**src/cst_pkg.sv**
```systemverilog
// cst_pkg: constants for the check source test sequencer
// assumes a 20 MHz system clock; long counts are module parameters
package cst_pkg;
  localparam int CST_CLK_HZ = 20000000;
  // automatic test interval, in tenths of a minute
  localparam int CST_AUTO_TENTHS_MIN = 171;
  localparam longint CST_AUTO_CYCLES =
    longint'(CST_AUTO_TENTHS_MIN) * 6 * longint'(CST_CLK_HZ);
  // mute window in seconds
  localparam int CST_MUTE_S = 6;
  localparam longint CST_MUTE_CYCLES =
    longint'(CST_MUTE_S) * longint'(CST_CLK_HZ);
  // ramp start pulse width in microseconds
  localparam int CST_START_US = 10;
  localparam int CST_START_CYCLES = CST_START_US * (CST_CLK_HZ / 1000000);
  // enable delay and width in milliseconds
  localparam int CST_EN_DELAY_MS = 3000;
  localparam longint CST_EN_DELAY_CYCLES =
    longint'(CST_EN_DELAY_MS) * longint'(CST_CLK_HZ / 1000);
  localparam int CST_EN_WIDTH_MS = 100;
  localparam longint CST_EN_WIDTH_CYCLES =
    longint'(CST_EN_WIDTH_MS) * longint'(CST_CLK_HZ / 1000);
  localparam int CST_CNT_W = 35;
  localparam logic CST_LATCH_PASS = 1'b0;
  localparam logic CST_LATCH_FAIL = 1'b1;
  typedef enum logic [1:0] {
    CST_IDLE = 2'b00,
    CST_DELAY = 2'b01,
    CST_ENABLE = 2'b10,
    CST_WAIT = 2'b11
  } cst_state_type;
endpackage

```
**src/cst_oneshot_if.sv**
```systemverilog
// cst_oneshot_if: trigger and pulse of a counter one-shot
// assumes one clock domain shared by both ends
`timescale 1ns/1ps
interface cst_oneshot_if;
  logic trig;
  logic active;
  modport owner (output trig, input active);
  modport shot (input trig, output active);
endinterface

```
**src/cst_oneshot.sv**
```systemverilog
// cst_oneshot: non-retriggerable counter one-shot
// assumes trig is synchronous to clk
`timescale 1ns/1ps
module cst_oneshot #(
  parameter longint WIDTH = 4
) (
  // clock and reset
  input wire logic clk,
  input wire logic rst,
  // trigger and pulse
  cst_oneshot_if.shot os
);
  import cst_pkg::*;
  logic [CST_CNT_W-1:0] cnt_reg;
  logic active_reg;
  assign os.active = active_reg;
  always_ff @(posedge clk or posedge rst) begin
    if (rst) begin
      cnt_reg <= '0;
      active_reg <= 1'b0;
    end else if (!active_reg) begin
      if (os.trig) begin
        cnt_reg <= CST_CNT_W'(WIDTH - 1);
        active_reg <= 1'b1;
      end
    end else if (cnt_reg == '0) begin
      active_reg <= 1'b0;
    end else begin
      cnt_reg <= cnt_reg - 1'b1;
    end
  end
endmodule

```
**src/cst_sequencer.sv**
```systemverilog
// cst_sequencer: self-check test sequencer of the radiation monitor
// assumes push buttons and comparators are asynchronous pins
`timescale 1ns/1ps
// Contract
// - button closing edge gives one start trigger
// - presses ignored while a test runs
// - accepted start fires ramp start pulse
// - manual start restarts auto timer; expiry autostarts
// - each start mutes alarms six seconds
// - mute suppresses alert and high alarms
// - channel test overrides muting
// - mute holds fail comparator non-alarm
// - mute feeds back, blocking button jitter
// - sequencer delay counter from start gives enable
// - enable delayed into settled ramp
// - enable active low; latch holds otherwise
// - latch is gated set/reset flip-flop
// - monitor rests high, low means pass
// - enable samples monitor; high sets fail
// - latch low pass, high fail
// - fail kills safe lamp and relays
// - low fail/safe drive extinguishes lamp
// - lamp same for manual or automatic
// - channel lamp needs both alarms operated
module cst_sequencer
  import cst_pkg::*;
#(
  parameter longint AUTO_CYCLES = cst_pkg::CST_AUTO_CYCLES,
  parameter longint MUTE_CYCLES = cst_pkg::CST_MUTE_CYCLES,
  parameter longint EN_DELAY_CYCLES = cst_pkg::CST_EN_DELAY_CYCLES,
  parameter longint EN_WIDTH_CYCLES = cst_pkg::CST_EN_WIDTH_CYCLES
) (
  // clock and reset
  input wire logic clk,
  input wire logic rst,
  // operator buttons, active while pressed
  input wire logic check_source_test_btn,
  input wire logic channel_test_btn,
  // alarm comparators and monitoring input
  input wire logic alert_trip,
  input wire logic high_trip,
  input wire logic monitor_fail,
  input wire logic hv_present,
  // test stimulus and timing outputs
  output logic ramp_start,
  output logic mute,
  output logic latch_enable_n,
  output cst_pkg::cst_state_type test_state,
  // result and alarm drives
  output logic fail_latch,
  output logic safe_lamp,
  output logic relay_energize,
  output logic alert_alarm,
  output logic high_alarm,
  output logic channel_lamp
);
  import cst_pkg::*;

  // two-stage synchronisers for all pins
  logic [5:0] sync1_reg;
  logic [5:0] sync2_reg;
  logic [5:0] pins;
  assign pins = {check_source_test_btn, channel_test_btn, alert_trip,
                 high_trip, monitor_fail, hv_present};
  always_ff @(posedge clk or posedge rst) begin
    if (rst) begin
      // idle pin levels, so release fakes neither a press nor a fail
      sync1_reg <= 6'h03;
      sync2_reg <= 6'h03;
    end else begin
      sync1_reg <= pins;
      sync2_reg <= sync1_reg;
    end
  end
  logic btn_s, chan_s, alert_s, high_s, mon_s, hv_s;
  assign {btn_s, chan_s, alert_s, high_s, mon_s, hv_s} = sync2_reg;

  // edge detect on button
  logic btn_prev_reg;
  always_ff @(posedge clk or posedge rst) begin
    if (rst) btn_prev_reg <= 1'b0;
    else btn_prev_reg <= btn_s;
  end
  logic btn_edge;
  assign btn_edge = btn_s && !btn_prev_reg;

  // one-shots
  cst_oneshot_if mute_if ();
  cst_oneshot_if start_if ();
  logic busy;
  logic manual_start;
  logic auto_start;
  logic test_start;
  logic auto_expire;
  cst_state_type state_reg;
  cst_state_type state_next;
  // mute output feeds back so bounce cannot retrigger
  assign busy = mute_if.active || state_reg != CST_IDLE;
  assign manual_start = btn_edge && !busy;
  assign auto_start = auto_expire && !busy;
  assign test_start = manual_start || auto_start;
  assign mute_if.trig = test_start;
  assign start_if.trig = test_start;

  cst_oneshot #(.WIDTH(MUTE_CYCLES)) u_mute (
    .clk(clk),
    .rst(rst),
    .os(mute_if)
  );
  cst_oneshot #(.WIDTH(longint'(CST_START_CYCLES))) u_start (
    .clk(clk),
    .rst(rst),
    .os(start_if)
  );

  // automatic interval timer
  logic [CST_CNT_W-1:0] auto_cnt_reg;
  assign auto_expire = auto_cnt_reg == CST_CNT_W'(AUTO_CYCLES - 1);
  always_ff @(posedge clk or posedge rst) begin
    if (rst) auto_cnt_reg <= '0;
    else if (test_start || auto_expire) auto_cnt_reg <= '0;
    else auto_cnt_reg <= auto_cnt_reg + 1'b1;
  end

  // enable sequencer: delay, then active-low enable window
  logic [CST_CNT_W-1:0] seq_cnt_reg;
  logic seq_done;
  assign seq_done = seq_cnt_reg == '0;
  always_comb begin
    state_next = state_reg;
    case (state_reg)
      CST_IDLE: if (test_start) state_next = CST_DELAY;
      CST_DELAY: if (seq_done) state_next = CST_ENABLE;
      CST_ENABLE: if (seq_done) state_next = CST_WAIT;
      CST_WAIT: if (!mute_if.active) state_next = CST_IDLE;
      default: state_next = CST_IDLE;
    endcase
  end
  always_ff @(posedge clk or posedge rst) begin
    if (rst) state_reg <= CST_IDLE;
    else state_reg <= state_next;
  end
  always_ff @(posedge clk or posedge rst) begin
    if (rst) begin
      seq_cnt_reg <= '0;
    end else if (state_reg == CST_IDLE && test_start) begin
      seq_cnt_reg <= CST_CNT_W'(EN_DELAY_CYCLES - 1);
    end else if (state_reg == CST_DELAY && seq_done) begin
      seq_cnt_reg <= CST_CNT_W'(EN_WIDTH_CYCLES - 1);
    end else if (!seq_done) begin
      seq_cnt_reg <= seq_cnt_reg - 1'b1;
    end
  end
  logic enable_n;
  assign enable_n = !(state_reg == CST_ENABLE);

  // pass/fail latch: gated set/reset, monitor high = fail
  always_ff @(posedge clk or posedge rst) begin
    if (rst) fail_latch <= CST_LATCH_PASS;
    else if (!enable_n)
      fail_latch <= mon_s ? CST_LATCH_FAIL : CST_LATCH_PASS;
  end

  // fail comparator: latch fail or lost high voltage, held safe by mute
  logic fail_cmp;
  assign fail_cmp = !mute_if.active && (fail_latch || !hv_s);

  // alarm gating, channel test defeats muting
  logic mute_eff;
  assign mute_eff = mute_if.active && !chan_s;
  // test timing outputs
  always_ff @(posedge clk or posedge rst) begin
    if (rst) begin
      ramp_start <= 1'b0;
      mute <= 1'b0;
      latch_enable_n <= 1'b1;
      test_state <= CST_IDLE;
    end else begin
      ramp_start <= start_if.active;
      mute <= mute_eff;
      latch_enable_n <= enable_n;
      test_state <= state_reg;
    end
  end

  // lamp and relay share one source, so they never disagree
  always_ff @(posedge clk or posedge rst) begin
    if (rst) begin
      safe_lamp <= 1'b1;
      relay_energize <= 1'b1;
    end else begin
      safe_lamp <= !fail_cmp;
      relay_energize <= !fail_cmp;
    end
  end

  // alarm outputs, gated by the effective mute
  always_ff @(posedge clk or posedge rst) begin
    if (rst) begin
      alert_alarm <= 1'b0;
      high_alarm <= 1'b0;
    end else begin
      alert_alarm <= alert_s && !mute_eff;
      high_alarm <= high_s && !mute_eff;
    end
  end

  // one cycle behind the registered alarms
  always_ff @(posedge clk or posedge rst) begin
    if (rst) channel_lamp <= 1'b0;
    else channel_lamp <= alert_alarm && high_alarm;
  end

  // helper counters for the timed checks, read by assertions only
  logic [CST_CNT_W-1:0] mute_len_reg;
  logic [CST_CNT_W-1:0] en_len_reg;
  logic [CST_CNT_W-1:0] start_age_reg;
  always_ff @(posedge clk or posedge rst) begin
    if (rst) mute_len_reg <= '0;
    else if (!mute_if.active) mute_len_reg <= '0;
    else mute_len_reg <= mute_len_reg + 1'b1;
  end
  always_ff @(posedge clk or posedge rst) begin
    if (rst) en_len_reg <= '0;
    else if (enable_n) en_len_reg <= '0;
    else en_len_reg <= en_len_reg + 1'b1;
  end
  // saturates, so a long idle spell cannot wrap into a false match
  always_ff @(posedge clk or posedge rst) begin
    if (rst) start_age_reg <= '0;
    else if (test_start) start_age_reg <= '0;
    else if (start_age_reg != '1) start_age_reg <= start_age_reg + 1'b1;
  end
endmodule

```
**config.mk**
```make
export PLATFORM = sky130hd
export DESIGN_NAME = cst_sequencer
export DESIGN_NICKNAME = d
export VERILOG_FILES = /design/src/cst_pkg.sv /design/src/cst_oneshot_if.sv /design/src/cst_oneshot.sv /design/src/cst_sequencer.sv
export SDC_FILE = /design/constraint.sdc
export NUM_CORES = 1
export LEC_CHECK = 0
export BUFFER_PORTS_ARGS = -buffer_cell sky130_fd_sc_hd__buf_4
export CAP_MARGIN = 10
export CORE_UTILIZATION = 55
export CTS_BUF_LIST = sky130_fd_sc_hd__clkbuf_8
export CTS_CLUSTER_DIAMETER = 200
export DETAILED_ROUTE_END_ITERATION = 10
export GPL_TIMING_DRIVEN = 1
export PLACE_DENSITY = 0.83
export REMOVE_ABC_BUFFERS = 1
export SLEW_MARGIN = 10
export SYNTH_ARGS = -nofsm -noshare
export SYNTH_HDL_FRONTEND = slang
export SYNTH_HIERARCHICAL = 1
export SYNTH_SLANG_ARGS = --single-unit
```
**constraint.sdc**
```tcl
create_clock -name clk -period 3.5 [get_ports clk]
set_input_delay 0.175 -clock clk [delete_from_list [all_inputs] [get_ports clk]]
set_output_delay 0.175 -clock clk [all_outputs]
set_load 0.05 [all_outputs]
```
==> results.cfg <==
[cts]
cts_made_buffers = 17
root_buffer = clkbuf_8
clkTransAtPathRegs_ps = 90
htree_levels = 4
post_cts_buffers = 0
cts_resized = 0
clkLatencyLatePin_ps = 470
cts_tree = yes
cts_hold_buf = 7
numClockSinks = 167
clockBufferDepth = 2

[floorplanning]
die_w_microns = 128.3
die-height_microns = 128.3
std_cell_rows = 45
die-area_sq_um = 16460
ioPinCount = 19
initial_core_util = 0.5708
coreArea_sq_um = 15370

[placed_design]
numPortBuffers = 18
dp_slack_ps = 315.3
dpl_cell_area_sq_um = 9081
dp_hpwl_microns = 11620
place.gp.congestion = 0.7955
placed_cells = 1079

[setup_path]
r2r_cells = 9
worstSetupPathType = flip-flop to flip-flop
critPathRequiredTime_ps = 3830
reg2reg_slack_ps = 290
worstReg2RegEnd = u_start/cnt_reg[8]
critPathMaxFanout = 13
endpoint_kind = flip-flop
worstReg2RegStart = auto_cnt_reg[22]
arrival_ps = 3540
cp-start-kind = flip-flop

[synth]
yosysTopAreaCell = dfrtp_1
synth-seq-cells = 167
ys.flop_type = dfrtp_1
yosysMostFrequentCell = dfrtp_1
synth.top_cell.area_share = 0.4592
synth_common_cells = dfrtp_1, nor2_1, nand2_1
syn_area_per_cell_sq_um = 10.07
async_flop_share = 1.000
synthesis.area_sq_um = 8773
yosysWarnings = 6
ys_top_cells_by_area = dfrtp_1, nor2_1, mux2i_1, nand2_1, xnor2_1
synth_edf_count = 0
synth_cells = 871
synth_cell_type_count = 83
synth_seq_area_share = 0.4772

[sta]
rsz0062_at_grt = no
hold_viol = 0
relSlewSlack = 0.2832
fin_setup_tns_ps = 0
fin_crit_ps = 3214
drv_slew = 0
worst_pin_slew_ps = 1074
setup_ws_ps = 285.6
fmax_mhz = 311.1
finalCritPeriodShare = 0.9184
finClkSkew_ps = 13.34
finalSetupViolCount = 0

[route]
wirelength_microns = 17600
drt_iter0_markers = 543
vias = 6616
vias_per_cell = 5.918
wl_per_cell_microns = 15.75
final_antenna_net_count = 0
dr.pass1.iters = 7
drc_errors = 0

[run]
maxCapViolCount = 0

[power_and_ir_drop]
p_leak_nw = 4.042
ir_drop_mv = 0.3983
p_per_area_nw_per_um2 = 705.3

[global_route]
track_usage = 0.2287
grt.overflow.total = 0
grt_pass1_wl_microns = 29870
met3_usage = 0.03965
met1_usage = 0.3216
grt_pass1_vias = 6173
grt_busiest_layer = met2
met2_usage = 0.3593
grt_antenna_before_repair = 0
grt_max_degree = 41

[final_layout]
final_util = 0.6235
final_nets = 912
drive_gt1_frac = 0.1510
antenna_cells = 0
fin_cells = 1118
syn2layout_area_growth_pct = 9.241
fillerInstances = 1243
finalInstanceArea_sq_um = 9584

[worst_hold_path]
holdCritPathClass = input pin to async pin

[status]
status = completed
per-layer routing:
| metal | wire (microns) | up-vias |
|---|---|---|
| met5 | 0 | - |
| met4 | 231 | 0 |
| met3 | 478 | 17 |
| met2 | 8372 | 115 |
| met1 | 8522 | 3254 |
| li1 | - | 3230 |
worst max-delay path by stage:
| stage | start | endpoint | slack [ps] | cells past startpoint |
|---|---|---|---|---|
| 3_3_place_gp | auto_cnt_reg[22] | u_start/cnt_reg[5] | 440 | 9 |
| 6_report | auto_cnt_reg[22] | u_start/cnt_reg[8] | 290 | 9 |
| 2_1_floorplan | auto_cnt_reg[22] | u_mute/cnt_reg[14] | 340 | 8 |
| 4_1_cts | auto_cnt_reg[22] | u_start/cnt_reg[5] | 320 | 9 |
| 5_1_grt | auto_cnt_reg[15] | u_start/cnt_reg[14] | 20 | 9 |
| 3_5_place_dp | auto_cnt_reg[22] | u_start/cnt_reg[8] | 320 | 9 |
kinds of logic (layout without fill, tap and decap cells):
logic type	after synthesis	in the layout	share of synthesized area
DFF	167	167	0.4772
and+or+nand+nor	410	410	0.2785
xor gates and xnor gates	48	48	0.04792
buffers and inverters	65	101	0.03722
muxes	27	27	0.03123
AOI/OAI and AO/OA	144	144	0.1137
adders and majority gates	10	10	0.01426
cell type report:
cell class              count  area (sq um)  area share
inverters                  27         103.9     0.01084
clock inverters            14         185.2     0.01932
repair buffers             42         332.8     0.03473
flip-flops and latches    167          4187      0.4368
multi-input cells         639          4264      0.4449
well taps                 211         264.0     0.02755
clock buffers              18         247.7     0.02585
worst max-delay path: stages (launching register included):
cell and delay [ps]:
dfrtp_1 430, or4_1 520, nor4_1 590, a31oi_1 280, or2_1 310, inv_2 160
nand2b_1 270, buf_4 280, o311ai_0 110, o41ai_1 140
per-stage QoR:
stage / hold WS (ps) / total power, W
finish: 288.3 / 0.006760
global route: 324.3 / 0.007203
CTS: 278.7 / 0.006778
detailed placement: 241.1 / 0.005255
global placement: 238.9 / 0.005148
floorplan: 179.5 / 0.004666
placed cells by master, fill, tap and decap left out, types with 17 or more instances in the layout:
cell / count
dfrtp_1: 161
clkbuf_8: 18
nor3_1: 33
nor4_1: 27
xnor2_1: 26
mux2i_1: 24
nand3_1: 43
o21ai_0: 22
nand2_1: 61
or4_1: 17
buf_4: 35
or3_1: 34
a21oi_1: 38
inv_1: 25
nor2_1: 84
xor2_1: 22
power breakdown:
group          leakage [nW]  switching, W  total, W  internal, W
sequential             2.11      0.000539   0.00294      0.00240
clock                 0.209      0.000766   0.00151     0.000742
combinational          1.72       0.00139   0.00232     0.000929
total                  4.04       0.00269   0.00676      0.00407
(Power assumes the default switching activity.)
